===== src/rtl/relay_pkg.sv =====
// constants, register map and types for the dual serial port relay
package relay_pkg;
	localparam int          CLK_HZ     = 25_000_000;
	localparam int          DEF_BAUD   = 9600;
	localparam logic [15:0] DEF_DIV    = 16'(CLK_HZ / DEF_BAUD);
	localparam int          FIFO_DEPTH = 64;
	localparam int          REC_DEPTH  = 64;
	localparam int          XOFF_AT    = 6;
	localparam int          FQ_DEPTH   = 4;
	localparam int          NP         = 2;
	localparam int          ADR_W      = 8;
	localparam int          MADR_W     = 16;
	localparam int          PORT_TERM  = 0;
	localparam int          PORT_HOST  = 1;
	// character defaults
	localparam logic [7:0]  DEF_XON    = 8'h11;
	localparam logic [7:0]  DEF_XOFF   = 8'h13;
	localparam logic [7:0]  DEF_ESC    = 8'h1b;
	localparam logic [7:0]  DEF_RESET  = 8'h1a;
	localparam logic [23:0] DEF_CHARS  = {DEF_RESET, DEF_XOFF, DEF_XON};
	localparam logic [15:0] DEF_ESCS   = {DEF_ESC, DEF_ESC};
	// register byte offsets
	localparam logic [7:0]  A_CTRL = 8'h00;
	localparam logic [7:0]  A_STAT = 8'h04;
	localparam logic [7:0]  A_TCFG = 8'h08;
	localparam logic [7:0]  A_HCFG = 8'h0c;
	localparam logic [7:0]  A_CHAR = 8'h10;
	localparam logic [7:0]  A_TESC = 8'h14;
	localparam logic [7:0]  A_HESC = 8'h18;
	localparam logic [7:0]  A_HRX  = 8'h1c;
	localparam logic [7:0]  A_TRX  = 8'h20;
	localparam logic [7:0]  A_HTX  = 8'h24;
	localparam logic [7:0]  A_TTX  = 8'h28;
	localparam logic [7:0]  A_RDAT = 8'h2c;
	localparam logic [7:0]  A_REND = 8'h30;
	// command bits of the control register
	localparam int C_GIVE_COMP = 0;
	localparam int C_GIVE_TERM = 1;
	localparam int C_PASS      = 2;
	localparam int C_DNL_ON    = 3;
	localparam int C_DNL_OFF   = 4;
	localparam int C_APPLY     = 5;
	// field positions
	localparam int F_DIV    = 0;
	localparam int F_LEN8   = 16;
	localparam int F_STOP2  = 17;
	localparam int F_PAREN  = 18;
	localparam int F_PARODD = 19;
	localparam int CFG_W    = 20;
	localparam logic [CFG_W-1:0] DEF_CFG = {4'h1, DEF_DIV};
	localparam int CH_XON   = 0;
	localparam int CH_XOFF  = 8;
	localparam int CH_RST   = 16;
	localparam int E_FIRST  = 0;
	localparam int E_SECOND = 8;
	localparam int REND_BASE = 16;

	typedef enum logic [1:0] {
		RX_IDLE  = 2'b00,
		RX_START = 2'b01,
		RX_BITS  = 2'b10
	} rx_state_t;
endpackage : relay_pkg


===== src/rtl/serial_if.sv =====
// settings and byte handshake between relay core and one serial port
`timescale 1ns/1ps
interface serial_if;
	logic [15:0] div;
	logic        len8;
	logic        stop2;
	logic        par_en;
	logic        par_odd;
	logic        tx_valid;
	logic [7:0]  tx_data;
	logic        tx_ready;
	logic        rx_valid;
	logic [7:0]  rx_data;
	logic        rx_err;
	modport port (input div, len8, stop2, par_en, par_odd, tx_valid,
		tx_data, output tx_ready, rx_valid, rx_data, rx_err);
	modport ctrl (output div, len8, stop2, par_en, par_odd, tx_valid,
		tx_data, input tx_ready, rx_valid, rx_data, rx_err);
endinterface : serial_if


===== src/rtl/serial_port.sv =====
// one asynchronous serial transmitter and receiver
`timescale 1ns/1ps
module serial_port (
	// system
	input  wire logic clk_i,
	input  wire logic rst_i,
	// line
	input  wire logic rxd_i,
	output logic      txd_o,
	// core side
	serial_if.port    sp
);
	import relay_pkg::*;

	function automatic logic [11:0] frame_f(input logic [7:0] d,
		input logic [3:0] nd, input logic pe, input logic po);
		logic [11:0] f;
		f = 12'hffe;
		for (int i = 0; i < 8; i++)
			if (4'(i) < nd)
				f[i + 1] = d[i];
		if (pe)
			f[nd + 4'h1] = (^d) ^ po;
		return f;
	endfunction : frame_f

	wire [3:0] nd    = sp.len8 ? 4'h8 : 4'h7;
	wire [7:0] tx_d  = sp.len8 ? sp.tx_data : {1'b0, sp.tx_data[6:0]};
	wire [3:0] nbits = 4'h3 + nd + {3'h0, sp.par_en} + {3'h0, sp.stop2};
	wire [3:0] last  = nd + {3'h0, sp.par_en};

	logic [11:0] tx_sh_q;
	logic [3:0]  tx_left_q;
	logic [15:0] tx_cnt_q;
	rx_state_t   rx_st_q;
	logic [15:0] rx_cnt_q;
	logic [3:0]  rx_idx_q;
	logic [10:0] rx_buf_q;

	wire [7:0] rx_d  = sp.len8 ? rx_buf_q[7:0] : {1'b0, rx_buf_q[6:0]};
	wire       p_bad = sp.par_en & (rx_buf_q[nd] != ((^rx_d) ^ sp.par_odd));

	assign sp.tx_ready = (tx_left_q == 4'h0);

	// one spare slot after the stop bits keeps the last stop bit whole
	always_ff @(posedge clk_i)
	begin
		if (rst_i)
		begin
			txd_o     <= 1'b1;
			tx_sh_q   <= 12'hfff;
			tx_left_q <= 4'h0;
			tx_cnt_q  <= 16'h0;
		end
		else if (tx_left_q == 4'h0)
		begin
			txd_o <= 1'b1;
			if (sp.tx_valid)
			begin
				tx_sh_q   <= frame_f(tx_d, nd, sp.par_en, sp.par_odd);
				tx_left_q <= nbits;
				tx_cnt_q  <= 16'h0;
			end
		end
		else if (tx_cnt_q == 16'h0)
		begin
			txd_o     <= tx_sh_q[0];
			tx_sh_q   <= {1'b1, tx_sh_q[11:1]};
			tx_cnt_q  <= sp.div - 16'h1;
			tx_left_q <= tx_left_q - 4'h1;
		end
		else
			tx_cnt_q <= tx_cnt_q - 16'h1;
	end

	// samples mid-bit, checks parity and first stop bit
	always_ff @(posedge clk_i)
	begin
		if (rst_i)
		begin
			rx_st_q     <= RX_IDLE;
			rx_cnt_q    <= 16'h0;
			rx_idx_q    <= 4'h0;
			rx_buf_q    <= 11'h0;
			sp.rx_valid <= 1'b0;
			sp.rx_data  <= 8'h0;
			sp.rx_err   <= 1'b0;
		end
		else
		begin
			sp.rx_valid <= 1'b0;
			unique case (rx_st_q)
				RX_IDLE:
					if (!rxd_i)
					begin
						rx_cnt_q <= {1'b0, sp.div[15:1]};
						rx_st_q  <= RX_START;
					end
				RX_START:
					if (rx_cnt_q != 16'h0)
						rx_cnt_q <= rx_cnt_q - 16'h1;
					else if (rxd_i)
						rx_st_q <= RX_IDLE;
					else
					begin
						rx_cnt_q <= sp.div - 16'h1;
						rx_idx_q <= 4'h0;
						rx_st_q  <= RX_BITS;
					end
				RX_BITS:
					if (rx_cnt_q != 16'h0)
						rx_cnt_q <= rx_cnt_q - 16'h1;
					else if (rx_idx_q == last)
					begin
						sp.rx_valid <= 1'b1;
						sp.rx_data  <= rx_d;
						sp.rx_err   <= ~rxd_i | p_bad;
						rx_st_q     <= RX_IDLE;
					end
					else
					begin
						rx_buf_q[rx_idx_q] <= rxd_i;
						rx_idx_q <= rx_idx_q + 4'h1;
						rx_cnt_q <= sp.div - 16'h1;
					end
				default:
					rx_st_q <= RX_IDLE;
			endcase
		end
	end
endmodule : serial_port


===== src/rtl/dual_serial_port_relay.sv =====
// two-port serial relay core with flow control, passthrough and records
//
// Our own choices: register access over Wishbone and the placing of the registers.
`timescale 1ns/1ps
module dual_serial_port_relay #(
	parameter int FIFO_DEPTH = 64,
	parameter int REC_DEPTH  = 64
) (
	// system
	input  wire logic                      clk_i,
	input  wire logic                      rst_i,
	// wishbone slave
	input  wire logic                      wb_cyc_i,
	input  wire logic                      wb_stb_i,
	input  wire logic                      wb_we_i,
	input  wire logic [relay_pkg::ADR_W-1:0] wb_adr_i,
	input  wire logic [3:0]                wb_sel_i,
	input  wire logic [31:0]               wb_dat_i,
	output logic      [31:0]               wb_dat_o,
	output logic                           wb_ack_o,
	// serial lines
	input  wire logic                      term_rxd_i,
	output logic                           term_txd_o,
	output logic                           term_rts_o,
	input  wire logic                      host_rxd_i,
	output logic                           host_txd_o,
	output logic                           host_rts_o,
	// board selector, high selects the host port
	input  wire logic                      port_select_i,
	// target memory load
	output logic                           mem_we_o,
	output logic [relay_pkg::MADR_W-1:0]   mem_addr_o,
	output logic      [7:0]                mem_data_o,
	// device reset request
	output logic                           reset_req_o
);
	import relay_pkg::*;

	localparam int FW = $clog2(FIFO_DEPTH);
	localparam int RW = $clog2(REC_DEPTH + 1);

	function automatic logic [31:0] merge_f(input logic [31:0] o,
		input logic [31:0] n, input logic [3:0] s);
		for (int i = 0; i < 4; i++)
			if (s[i])
				o[i * 8 +: 8] = n[i * 8 +: 8];
		return o;
	endfunction : merge_f

	logic [CFG_W-1:0] cfg_q [NP];
	logic [CFG_W-1:0] act_q [NP];
	logic [23:0]      chars_q;
	logic [15:0]      esc_q [NP];
	logic             ctrl_q, init_q, pass_q, dnl_q, strap_q;
	logic [NP-1:0]    held_q, stop_q, fc_v_q, rts_q, sw_v_q;
	logic [7:0]       hch_q [NP];
	logic [7:0]       fc_q [NP];
	logic [7:0]       sw_q [NP];
	logic [7:0]       fq_q [NP][FQ_DEPTH];
	logic [1:0]       fq_wp_q [NP];
	logic [1:0]       fq_rp_q [NP];
	logic [2:0]       fq_cnt_q [NP];
	logic             xoff_sent_q, trx_v_q, reset_req_q;
	logic [7:0]       trx_q;
	logic [7:0]       fifo_q [FIFO_DEPTH];
	logic [FW-1:0]    fwp_q, frp_q;
	logic [FW:0]      fcnt_q;
	logic [7:0]       rec_q [REC_DEPTH];
	logic [RW-1:0]    rec_cnt_q, rec_idx_q;
	logic [7:0]       rec_sum_q;
	logic [MADR_W-1:0] rec_base_q;
	logic             rec_busy_q, rec_err_q;
	logic             ack_q;

	// bus decode
	wire req    = wb_cyc_i & wb_stb_i & ~ack_q;
	wire wr     = req & wb_we_i;
	wire rd     = req & ~wb_we_i;
	wire w_ctrl = wr & (wb_adr_i == A_CTRL);
	wire w_rdat = wr & (wb_adr_i == A_RDAT);
	wire w_rend = wr & (wb_adr_i == A_REND);
	wire w_char = wr & (wb_adr_i == A_CHAR);
	wire [NP-1:0] w_cfg = {wr & (wb_adr_i == A_HCFG),
		wr & (wb_adr_i == A_TCFG)};
	wire [NP-1:0] w_esc = {wr & (wb_adr_i == A_HESC),
		wr & (wb_adr_i == A_TESC)};
	wire [NP-1:0] w_tx = {wr & (wb_adr_i == A_HTX),
		wr & (wb_adr_i == A_TTX)};
	wire r_hrx  = rd & (wb_adr_i == A_HRX);
	wire r_trx  = rd & (wb_adr_i == A_TRX);
	wire hrx_v  = (fcnt_q != '0);

	// per-port wires
	wire [NP-1:0] rx_v, rx_xon, rx_xoff, rx_rst, rx_dat, tx_rdy, tx_go;
	wire [NP-1:0] pt_exit, pt_hold, pt_one, pt_two, fq_push, fq_nz;
	wire [NP-1:0] take_fc, take_fq, take_sw, txd, rxd;
	wire [7:0]    rx_b [NP];
	wire [7:0]    tx_byte [NP];
	wire [7:0]    fq_b0 [NP];
	wire [1:0]    fq_n [NP];

	assign rxd = {host_rxd_i, term_rxd_i};
	assign term_txd_o = txd[PORT_TERM];
	assign host_txd_o = txd[PORT_HOST];

	serial_if sp [NP] ();

	generate
		for (genvar p = 0; p < NP; p++)
		begin : g_port
			assign sp[p].div      = act_q[p][F_DIV +: 16];
			assign sp[p].len8     = act_q[p][F_LEN8];
			assign sp[p].stop2    = act_q[p][F_STOP2];
			assign sp[p].par_en   = act_q[p][F_PAREN];
			assign sp[p].par_odd  = act_q[p][F_PARODD];
			assign sp[p].tx_valid = tx_go[p];
			assign sp[p].tx_data  = tx_byte[p];
			assign rx_v[p]   = sp[p].rx_valid & ~sp[p].rx_err;
			assign rx_b[p]   = sp[p].rx_data;
			assign tx_rdy[p] = sp[p].tx_ready;

			// only flow, escape and reset codes are special
			assign rx_xon[p]  = rx_v[p] & (rx_b[p] == chars_q[CH_XON +: 8]);
			assign rx_xoff[p] = rx_v[p] &
				(rx_b[p] == chars_q[CH_XOFF +: 8]);
			assign rx_rst[p]  = rx_v[p] & (rx_b[p] == chars_q[CH_RST +: 8]);
			assign rx_dat[p]  = rx_v[p] & ~rx_xon[p] & ~rx_xoff[p] &
				~rx_rst[p];
			assign pt_exit[p] = rx_dat[p] & pass_q & held_q[p] &
				(rx_b[p] == esc_q[p][E_SECOND +: 8]);
			assign pt_hold[p] = rx_dat[p] & pass_q & ~held_q[p] &
				(rx_b[p] == esc_q[p][E_FIRST +: 8]);
			assign pt_two[p]  = rx_dat[p] & pass_q & held_q[p] &
				~pt_exit[p];
			assign pt_one[p]  = rx_dat[p] & pass_q & ~held_q[p] &
				~pt_hold[p];
			// traffic from this port lands in the other port's queue
			assign fq_n[1 - p]  = pt_two[p] ? 2'h2 : pt_one[p] ? 2'h1 : 2'h0;
			assign fq_b0[1 - p] = pt_two[p] ? hch_q[p] : rx_b[p];

			// queue full drops the new characters
			assign fq_push[p] = (fq_n[p] != 2'h0) &
				((fq_cnt_q[p] + {1'b0, fq_n[p]}) <= 3'(FQ_DEPTH));
			assign fq_nz[p]   = (fq_cnt_q[p] != 3'h0);
			// flow characters bypass the stop; data waits
			assign tx_go[p]   = fc_v_q[p] |
				(~stop_q[p] & (fq_nz[p] | sw_v_q[p]));
			assign tx_byte[p] = fc_v_q[p] ? fc_q[p] :
				fq_nz[p] ? fq_q[p][fq_rp_q[p]] : sw_q[p];
			assign take_fc[p] = tx_go[p] & tx_rdy[p] & fc_v_q[p];
			assign take_fq[p] = tx_go[p] & tx_rdy[p] & ~fc_v_q[p] & fq_nz[p];
			assign take_sw[p] = tx_go[p] & tx_rdy[p] & ~fc_v_q[p] &
				~fq_nz[p];

			serial_port u_port (
				.clk_i (clk_i),
				.rst_i (rst_i),
				.rxd_i (rxd[p]),
				.txd_o (txd[p]),
				.sp    (sp[p])
			);
		end
	endgenerate

	// host receive buffer
	wire f_push = rx_dat[PORT_HOST] & ~pass_q &
		(fcnt_q != (FW + 1)'(FIFO_DEPTH));
	wire f_pop  = r_hrx & hrx_v;
	wire xoff_due = dnl_q & ~xoff_sent_q &
		(fcnt_q >= (FW + 1)'(XOFF_AT));
	wire xon_due  = xoff_sent_q & ~hrx_v & ~fc_v_q[PORT_HOST];

	// record load
	wire [7:0] rec_total = rec_sum_q + wb_dat_i[7:0];
	wire rec_add  = w_rdat & ~rec_busy_q & (rec_cnt_q != RW'(REC_DEPTH));
	wire rec_go   = w_rend & ~rec_busy_q & (rec_total == 8'h00) &
		(rec_cnt_q != '0);
	wire rec_last = (rec_idx_q == rec_cnt_q - 1'b1);

	wire [31:0] rd_word =
		(wb_adr_i == A_CTRL) ? 32'({rec_busy_q, rec_err_q, stop_q, dnl_q,
			pass_q, ctrl_q}) :
		(wb_adr_i == A_STAT) ? 32'({trx_v_q, fcnt_q}) :
		(wb_adr_i == A_TCFG) ? 32'(cfg_q[PORT_TERM]) :
		(wb_adr_i == A_HCFG) ? 32'(cfg_q[PORT_HOST]) :
		(wb_adr_i == A_CHAR) ? 32'(chars_q) :
		(wb_adr_i == A_TESC) ? 32'(esc_q[PORT_TERM]) :
		(wb_adr_i == A_HESC) ? 32'(esc_q[PORT_HOST]) :
		(wb_adr_i == A_HRX)  ? 32'({hrx_v, fifo_q[frp_q]}) :
		(wb_adr_i == A_TRX)  ? 32'({trx_v_q, trx_q}) : 32'h0;

	always_ff @(posedge clk_i)
	begin
		if (rst_i)
		begin
			ack_q    <= 1'b0;
			wb_dat_o <= 32'h0;
		end
		else
		begin
			ack_q    <= req;
			wb_dat_o <= rd ? rd_word : 32'h0;
		end
	end
	assign wb_ack_o = ack_q;

	// saved settings and characters
	always_ff @(posedge clk_i)
	begin
		if (rst_i)
		begin
			chars_q <= DEF_CHARS;
			for (int p = 0; p < NP; p++)
			begin
				cfg_q[p] <= DEF_CFG;
				esc_q[p] <= DEF_ESCS;
			end
		end
		else
		begin
			if (w_char)
				chars_q <= 24'(merge_f(32'(chars_q), wb_dat_i, wb_sel_i));
			for (int p = 0; p < NP; p++)
			begin
				if (w_cfg[p])
					cfg_q[p] <= CFG_W'(merge_f(32'(cfg_q[p]), wb_dat_i,
						wb_sel_i));
				if (w_esc[p])
					esc_q[p] <= 16'(merge_f(32'(esc_q[p]), wb_dat_i,
						wb_sel_i));
			end
		end
	end

	// control port, modes, held escapes, terminal input
	always_ff @(posedge clk_i)
	begin
		if (rst_i)
		begin
			ctrl_q      <= 1'b0;
			strap_q     <= 1'b1;
			init_q      <= 1'b0;
			pass_q      <= 1'b0;
			dnl_q       <= 1'b0;
			held_q      <= '0;
			reset_req_q <= 1'b0;
			trx_v_q     <= 1'b0;
			trx_q       <= 8'h0;
			for (int p = 0; p < NP; p++)
			begin
				hch_q[p] <= 8'h0;
				act_q[p] <= DEF_CFG;
			end
		end
		else
		begin
			strap_q     <= 1'b0;
			reset_req_q <= |rx_rst;
			if (strap_q)
				ctrl_q <= port_select_i;
			// one command register for both ports
			if (w_ctrl & wb_dat_i[C_GIVE_COMP])
				ctrl_q <= 1'b1;
			if (w_ctrl & wb_dat_i[C_GIVE_TERM])
				ctrl_q <= 1'b0;
			if (w_ctrl & wb_dat_i[C_PASS] & ~pass_q)
			begin
				pass_q <= 1'b1;
				init_q <= ctrl_q;
			end
			if (w_ctrl & wb_dat_i[C_DNL_ON])
				dnl_q <= 1'b1;
			if (w_ctrl & wb_dat_i[C_DNL_OFF])
				dnl_q <= 1'b0;
			for (int p = 0; p < NP; p++)
			begin
				if (pt_hold[p])
				begin
					held_q[p] <= 1'b1;
					hch_q[p]  <= rx_b[p];
				end
				if (pt_two[p] | pt_exit[p] | ~pass_q)
					held_q[p] <= 1'b0;
				if (w_ctrl & wb_dat_i[C_APPLY] | (|rx_rst))
					act_q[p] <= cfg_q[p];
			end
			if (|pt_exit)
			begin
				pass_q <= 1'b0;
				ctrl_q <= init_q;
			end
			if (|rx_rst)
			begin
				pass_q <= 1'b0;
				dnl_q  <= 1'b0;
			end
			if (r_trx)
				trx_v_q <= 1'b0;
			if (rx_dat[PORT_TERM] & ~pass_q)
			begin
				trx_v_q <= 1'b1;
				trx_q   <= rx_b[PORT_TERM];
			end
		end
	end

	// flow control state and flow character sending
	always_ff @(posedge clk_i)
	begin
		if (rst_i)
		begin
			stop_q      <= '0;
			fc_v_q      <= '0;
			rts_q       <= '1;
			xoff_sent_q <= 1'b0;
			for (int p = 0; p < NP; p++)
				fc_q[p] <= 8'h0;
		end
		else
		begin
			for (int p = 0; p < NP; p++)
			begin
				if (take_fc[p])
				begin
					fc_v_q[p] <= 1'b0;
					rts_q[p]  <= (fc_q[p] != chars_q[CH_XOFF +: 8]);
				end
				if (rx_xon[p])
					stop_q[p] <= 1'b0;
				if (rx_xoff[p])
					stop_q[p] <= 1'b1;
			end
			if (xoff_due)
			begin
				fc_v_q[PORT_HOST] <= 1'b1;
				fc_q[PORT_HOST]   <= chars_q[CH_XOFF +: 8];
				xoff_sent_q       <= 1'b1;
			end
			else if (xon_due)
			begin
				fc_v_q[PORT_HOST] <= 1'b1;
				fc_q[PORT_HOST]   <= chars_q[CH_XON +: 8];
				xoff_sent_q       <= 1'b0;
			end
		end
	end
	assign term_rts_o = rts_q[PORT_TERM];
	assign host_rts_o = rts_q[PORT_HOST];

	// passthrough queues and software transmit bytes
	always_ff @(posedge clk_i)
	begin
		if (rst_i)
		begin
			sw_v_q <= '0;
			for (int p = 0; p < NP; p++)
			begin
				fq_wp_q[p]  <= 2'h0;
				fq_rp_q[p]  <= 2'h0;
				fq_cnt_q[p] <= 3'h0;
				sw_q[p]     <= 8'h0;
			end
		end
		else
		begin
			for (int p = 0; p < NP; p++)
			begin
				if (take_sw[p])
					sw_v_q[p] <= 1'b0;
				if (w_tx[p] & ~sw_v_q[p])
				begin
					sw_v_q[p] <= 1'b1;
					sw_q[p]   <= wb_dat_i[7:0];
				end
				if (take_fq[p])
					fq_rp_q[p] <= fq_rp_q[p] + 2'h1;
				if (fq_push[p])
				begin
					fq_q[p][fq_wp_q[p]] <= fq_b0[p];
					if (fq_n[p] == 2'h2)
						fq_q[p][fq_wp_q[p] + 2'h1] <= rx_b[1 - p];
					fq_wp_q[p] <= fq_wp_q[p] + fq_n[p];
				end
				fq_cnt_q[p] <= fq_cnt_q[p] +
					(fq_push[p] ? {1'b0, fq_n[p]} : 3'h0) -
					{2'h0, take_fq[p]};
			end
		end
	end

	// host receive buffer storage
	always_ff @(posedge clk_i)
	begin
		if (rst_i)
		begin
			fwp_q  <= '0;
			frp_q  <= '0;
			fcnt_q <= '0;
		end
		else
		begin
			if (f_push)
			begin
				fifo_q[fwp_q] <= rx_b[PORT_HOST];
				fwp_q <= fwp_q + 1'b1;
			end
			if (f_pop)
				frp_q <= frp_q + 1'b1;
			fcnt_q <= fcnt_q + {{FW{1'b0}}, f_push} - {{FW{1'b0}}, f_pop};
		end
	end

	// record holding and checked load into target memory
	always_ff @(posedge clk_i)
	begin
		if (rst_i)
		begin
			rec_cnt_q  <= '0;
			rec_idx_q  <= '0;
			rec_sum_q  <= 8'h0;
			rec_base_q <= '0;
			rec_busy_q <= 1'b0;
			rec_err_q  <= 1'b0;
			mem_we_o   <= 1'b0;
			mem_addr_o <= '0;
			mem_data_o <= 8'h0;
		end
		else
		begin
			mem_we_o <= 1'b0;
			if (rec_add)
			begin
				rec_q[rec_cnt_q[RW-2:0]] <= wb_dat_i[7:0];
				rec_cnt_q <= rec_cnt_q + 1'b1;
				rec_sum_q <= rec_total;
			end
			if (w_rend & ~rec_busy_q)
			begin
				rec_err_q  <= ~rec_go;
				rec_busy_q <= rec_go;
				rec_idx_q  <= '0;
				rec_base_q <= wb_dat_i[REND_BASE +: MADR_W];
				if (!rec_go)
				begin
					rec_cnt_q <= '0;
					rec_sum_q <= 8'h0;
				end
			end
			if (rec_busy_q)
			begin
				mem_we_o   <= 1'b1;
				mem_addr_o <= rec_base_q + MADR_W'(rec_idx_q);
				mem_data_o <= rec_q[rec_idx_q[RW-2:0]];
				rec_idx_q  <= rec_idx_q + 1'b1;
				if (rec_last)
				begin
					rec_busy_q <= 1'b0;
					rec_cnt_q  <= '0;
					rec_sum_q  <= 8'h0;
				end
			end
		end
	end
	assign reset_req_o = reset_req_q;
endmodule : dual_serial_port_relay


===== config.mk =====
export PLATFORM = sky130hd
export DESIGN_NAME = dual_serial_port_relay
export DESIGN_NICKNAME = d
export VERILOG_FILES = /design/src/rtl/relay_pkg.sv /design/src/rtl/serial_if.sv /design/src/rtl/serial_port.sv /design/src/rtl/dual_serial_port_relay.sv
export SDC_FILE = /design/constraint.sdc
export NUM_CORES = 2
export LEC_CHECK = 0
export BUFFER_PORTS_ARGS = -buffer_cell sky130_fd_sc_hd__buf_4
export CAP_MARGIN = 20
export CORE_MARGIN = 2
export CORE_UTILIZATION = 40
export CTS_BUF_LIST = sky130_fd_sc_hd__clkbuf_4
export CTS_CLUSTER_SIZE = 28
export DETAILED_ROUTE_END_ITERATION = 16
export PLACE_DENSITY = 0.6
export SLEW_MARGIN = 20
export SYNTH_ARGS = -nofsm -noshare
export SYNTH_HDL_FRONTEND = slang
export SYNTH_SLANG_ARGS = --single-unit
export TNS_END_PERCENT = 1

===== constraint.sdc =====
create_clock -name clk_i -period 5.1 [get_ports clk_i]
set_input_delay 0.51 -clock clk_i [delete_from_list [all_inputs] [get_ports clk_i]]
set_output_delay 0.51 -clock clk_i [all_outputs]
set_load 0.05 [all_outputs]

# Word level (Yosys, flattened, before mapping)

Memory sizes are Yosys's and may differ from the RTL's. A register that Yosys moved wholly into a read port is not among the register bits.
Index checks and enable logic that the tools add are counted.

Mux-type cells: 390
Add/subtract/negate cells: 41
Eq/ne operators: 54
Reductions and logical operators: 73
Magnitude comparators: 39
Bitwise logic cells: 219

Operators with widths:

| cell                  | number |
|---|---|
| $mux 8                | 53 |
| $mux 16               | 20 |
| $mux 1                | 222 |
| $mux 32               | 4 |
| $mux 20               | 6 |
| $mux 12               | 8 |
| $pmux 16 s3           | 2 |
| $sub 16x1->16 const B | 6 |
| $or 1x1->1            | 92 |
| $mux 4                | 22 |
| $and 1x1->1           | 80 |
| $eq 8x8->1            | 10 |
| $demux 8 s2           | 4 |
| $mux 7                | 8 |
| $eq 8x6->1 const B    | 5 |
| $not 1->1             | 37 |
| $mux 2                | 18 |
| $bmux 8 s2            | 2 |
| $eq 8x5->1 const B    | 4 |
| $logic_not 16->1      | 2 |
| $lt 3x4->1 const A    | 8 |
| $reduce_bool 16->1    | 2 |
| $reduce_xor 8->1      | 4 |
| $lt 4x5->1 const B    | 6 |
| 64 further kinds      | 191 |

Register bits: 309
Memories: 12
Input port bits: 52
Output and inout bits: 63
Bits in writable memories: 1262

Memories:

| name            | depth | bits a word | rd ports | clocked after memory_dff | write ports | line                         | RTL |
|---|---|---|---|---|---|---|---|
| fifo_q          | 64    | 8           | 1        | 1                        | 1           | dual_serial_port_relay.sv:65 | `logic [7:0] fifo_q [FIFO_DEPTH];` |
| rec_q           | 64    | 8           | 1        | 1                        | 1           | dual_serial_port_relay.sv:68 | `logic [7:0] rec_q [REC_DEPTH];` |
| fq_q            | 2     | 32          | 2        | 0                        | 2           | dual_serial_port_relay.sv:59 | `logic [7:0] fq_q [NP][FQ_DEPTH];` |
| act_q           | 2     | 20          | 2        | 0                        | 2           | dual_serial_port_relay.sv:51 | `logic [CFG_W-1:0] act_q [NP];` |
| cfg_q           | 2     | 20          | 2        | 0                        | 2           | dual_serial_port_relay.sv:50 | `logic [CFG_W-1:0] cfg_q [NP];` |
| esc_q           | 2     | 16          | 2        | 0                        | 2           | dual_serial_port_relay.sv:53 | `logic [15:0] esc_q [NP];` |
| 6 more memories | n/a   | n/a         | n/a      | n/a                      | n/a         | n/a                          |  |

# Depth between registers and ports, before layout

Depth after elaboration: 21
Depth in mapped cells: 18
Gate-level depth less buffers: 17

# Modules after synthesis

From an unflattened synthesis, not the netlist that was laid out.

Cells, all modules: 4752
Area total of the unflattened synthesis: 67838.8 µm²

By module, submodules not included:

| module                          | cells each | times used | area an instance (µm²) | sequential area each (µm²) |
|---|---|---|---|---|
| dual_serial_port_relay          | 3564       | 1          | 58747.6                | 40859.2 |
| serial_port at g_port[1].u_port | 599        | 1          | 4569.4                 | 1441.4 |
| serial_port at g_port[0].u_port | 589        | 1          | 4521.8                 | 1441.4 |

# Least setup slack after synthesis

OpenSTA, ideal clock, no wires.

Path kind: flip-flop to flip-flop
Start point: reg g_port[1].u_port.sp.rx_data[5]
End point: mem fq_cnt_q[0][2]
Cell stages (with the launch flop): 18
Slack: 0.288 ns
Data required time: 4.972 ns
Data arrival time: 4.685 ns
Cell sequence: dfxtp_1 -> buf_2 -> xor2_1 -> nor4_1 -> a21oi_1 -> nand4_1 -> or3b_2 -> inv_1 -> ha_1 -> fa_1 -> o22ai_1 -> a21oi_1 -> or3_1 -> ha_1 -> fa_1 -> xnor2_1 -> xnor2_1 -> nor2_1

RTL lines:

| element                  | line                         | RTL |
|---|---|---|
| start: declaration       | serial_if.sv:16              | `tx_data, output tx_ready, rx_valid, rx_data, rx_err);` |
| start signal: assignment | serial_port.sv:116           | `sp.rx_data <= rx_d;` |
| end: declaration         | dual_serial_port_relay.sv:62 | `logic [2:0] fq_cnt_q [NP];` |

==> metrics <==
outcome=finished clean; Worst-path clk slew=0.06 ns; site row count=150; crit-path max cell delay=0.65 ns; Tmin final=4.40 ns; final setup fails=0; Achievable Freq=227 MHz; setup TNS=0 ns; Longest Clk Path Bufs=4; total track usage=20.7%; CTS Buf Count=412; Core Region=167000 um2; DR vias=41500; final worst-path cycle share=86.3%; Hold/Removal Path Class=in -> reg; PostCTS Resize Cnt=0; share of layout cells above drive strength 1=25.9%; vias in the first global route=41100; clk_lat worst skew=1.34 ns; gpl congestion=0.920; Area growth, synth to finish=15.4%; die area=171000 um2; register area share after synthesis=65.2%; final std cells w/o fill=7593; DR WL/cell=23.5 um; max-slew violations=0; Slew @ Worst Pin=1.12 ns; Boundary Pins=115; final wirelength=178 mm; async set-reset flop share out of synthesis=0%; count of clock tree sinks=1561; die width=413 um; initial core utilization=40.2%; Crit Path Max Fanout=10; Final Hold Fails=0; drt drc=0; Final Skew=0.113 ns; most used cell, CP=nor2_1; global route overflow=0; DRT iter0 DRCs=3838; H-tree depth=5; Final ANT Viol Nets=0; leakage power=26.1 nW; number of I/O port buffers=104; Setup crit start kind=register; Root Driver=clkbuf_4; Initial DRT Pass Iterations=6; Relative slew margins=24.8%; count of different cell masters after synthesis=81; VDD IR max=0.381 mV; synthesized cell area=67100 um2; cells after synthesis=4509; RSZ-0062 raised after global routing=no; top_reg_cell synth=edfxtp_1; max cap viols=0; Worst Path Required=6.15 ns; Critical Path End Type=register; Final nets=5218; Crit Path Class=reg -> reg; maximum number of pins on one net before global-route repair=104; DP Wirelength=118 mm; mean area per synthesized cell=14.9 um2; slowest CP cell=dfxtp_1; Via density=5.46; power density over the cells=370 nW/um2; CTS tree=yes; Buffers & Inverters on Critical Path=3; initial antenna violation count=9; critical path arrival=5.45 ns; first-pass GRT wire length=263 mm; Post-synth EDFFs=1248; Synth Warn #=0; crit path cell chain=buf_4 > xor2_1 > nor2_1 > a41oi_1 > nand4_1 > nor3b_1 > buf_4 > ha_1 > fa_1 > nor2_1 > nor2_1 > nor2_1 > and3_1 > nor2b_1 > buf_4 > mux2_2; Die Ht=413 um; Cells after DPL=6761; Seq cells post-synth=1561; Crit path max-delay family=simple AND/OR/NAND/NOR gates
metrics by stage:
step	hold WS [ns]	utilization [%]	total power [mW]	area [um2]	setup WS [ns]
floorplan	0.431	-	17.1	67100	0.288
global placement	0.439	42.6	18.1	71100	0.749
detailed placement	0.450	42.7	18.2	71200	0.751
CTS	0.0292	46.4	28.9	77300	0.686
global route	0.102	46.4	30.0	77400	0.470
finish	0.205	46.4	28.6	77400	0.700
where the power goes:
group	total (mW)	switching (mW)	leakage [nW]	internal (mW)
sequential	14.3	0.305	14.0	13.9
combinational	3.75	2.39	9.07	1.36
clock	10.6	5.07	3.03	5.54
path summary, 6_finish.rpt:
path / to / slack (ns) / start / cells after the start
worst max register to register: fq_q[1][16] / 0.70 / g_port[0].u_port.sp.rx_data[6] / 16
worst min-delay path: g_port[0].u_port.rx_st_q[1] / 0.20 / term_rxd_i / 5
worst min register to register: g_port[0].u_port.tx_sh_q[7] / 0.46 / g_port[0].u_port.tx_sh_q[7] / 1
worst max-delay path: fq_q[1][16] / 0.70 / g_port[0].u_port.sp.rx_data[6] / 16
cell usage after synthesis (15+ instances only):
master | n | area share [%]
nor3b_1 | 17 | 0.19
nor4_1 | 28 | 0.26
a211oi_1 | 45 | 0.50
or3_1 | 33 | 0.31
a22oi_1 | 30 | 0.34
nor2b_1 | 25 | 0.23
xor2_1 | 107 | 1.4
xnor2_1 | 118 | 1.5
edfxtp_1 | 1248 | 56
ha_1 | 71 | 1.3
nand3_1 | 73 | 0.54
dfxtp_1 | 313 | 9.3
o21ai_0 | 124 | 0.93
buf_1 | 19 | 0.11
a311oi_1 | 15 | 0.20
clkbuf_1 | 176 | 0.99
mux2_2 | 85 | 1.4
inv_1 | 83 | 0.46
and3_1 | 18 | 0.17
mux4_2 | 340 | 11
nand2_1 | 321 | 1.8
a22o_1 | 15 | 0.20
a21oi_1 | 179 | 1.3
nor3_1 | 72 | 0.54
o211ai_1 | 17 | 0.19
nand2b_1 | 35 | 0.33
nand4_1 | 25 | 0.23
mux2i_1 | 113 | 1.7
and2_1 | 73 | 0.68
nor2_1 | 443 | 2.5
a31oi_1 | 19 | 0.18
buf_2 | 44 | 0.33
per-layer routing:
layer,GRT usage [%],share of wire (%),vias up
met2,32.3,46,1616
met5,0,0.012,-
met4,7.25,2.8,4
met1,28.7,43,20900
met3,4.42,7.4,327
li1,-,-,18600
sequential cells by signal, summed over array words and instances (netlist names), 16 cells and up, named ones only:
signal,cells
sw_q,16
fq_q,64
hch_q,16
cfg_q,40
chars_q,24
g_port.u_port.tx_cnt_q,32
act_q,40
g_port.u_port.rx_cnt_q,32
g_port.u_port.sp.rx_data,16
esc_q,32
rec_q,512
rec_base_q,16
g_port.u_port.tx_sh_q,20
mem_addr_o,16
wb_dat_o,24
fifo_q,512
g_port.u_port.rx_buf_q,18
layout make-up:
| class | count | area, um2 |
|---|---|---|
| multi-input combinational | 2620 | 22000 |
| sequential | 1561 | 43800 |
| antenna | 2 | 5.00 |
| fill | 14800 | 89500 |
| clock buffer | 604 | 4530 |
| tap | 2204 | 2760 |
| inverter | 84 | 315 |
| timing repair buffer | 407 | 3450 |
| clock inverter | 111 | 510 |
worst min-delay path, cell delays in order:
cell,delay [ns]
dlygate4sd3_1,0.53
buf_4,0.14
and2_1,0.12
o21ai_0,0.07
a21oi_1,0.14
logic make-up (layout without fill, tap and decap cells):
kind of cell    count (synthesis)  count (layout)  synth area share [%]
mux                           538             538                  14.5
fa+ha+maj                      80              80                  1.59
flops                        1561            1561                  65.2
xor+xnor                      227             227                  3.01
buf+inv                       335            1206                  2.04
other cells                     2              11                0.0112
compound gates                532             532                  4.94
simple gates                 1234            1234                  8.66
cells in the final DEF (no fill, tap or decap), drive strengths merged, types with 18 or more instances in the layout:
cell,synthesis,final
edfxtp,1248,1248
clkbuf,176,606
nor2,443,443
mux4,340,340
nand2,321,321
dfxtp,313,313
buf,75,291
a21oi,179,179
o21ai,126,126
xnor2,118,118
dlygate4sd3,0,114
mux2i,113,113
xor2,107,107
clkinv,1,105
inv,83,87
mux2,85,85
nor3,75,75
and2,74,74
nand3,73,73
ha,71,71
a211oi,45,45
nand2b,35,35
or3,34,34
a22oi,30,30
nor4,30,30
nand4,25,25
nor2b,25,25
a31oi,19,19
nor3b,19,19
and3,18,18
timing repair:
item	in CTS	in global routing
buffers inserted	0	0
endpoints found under the hold margin	936	0
hold buffers	114	0
Power figures use the tool's default switching activity.
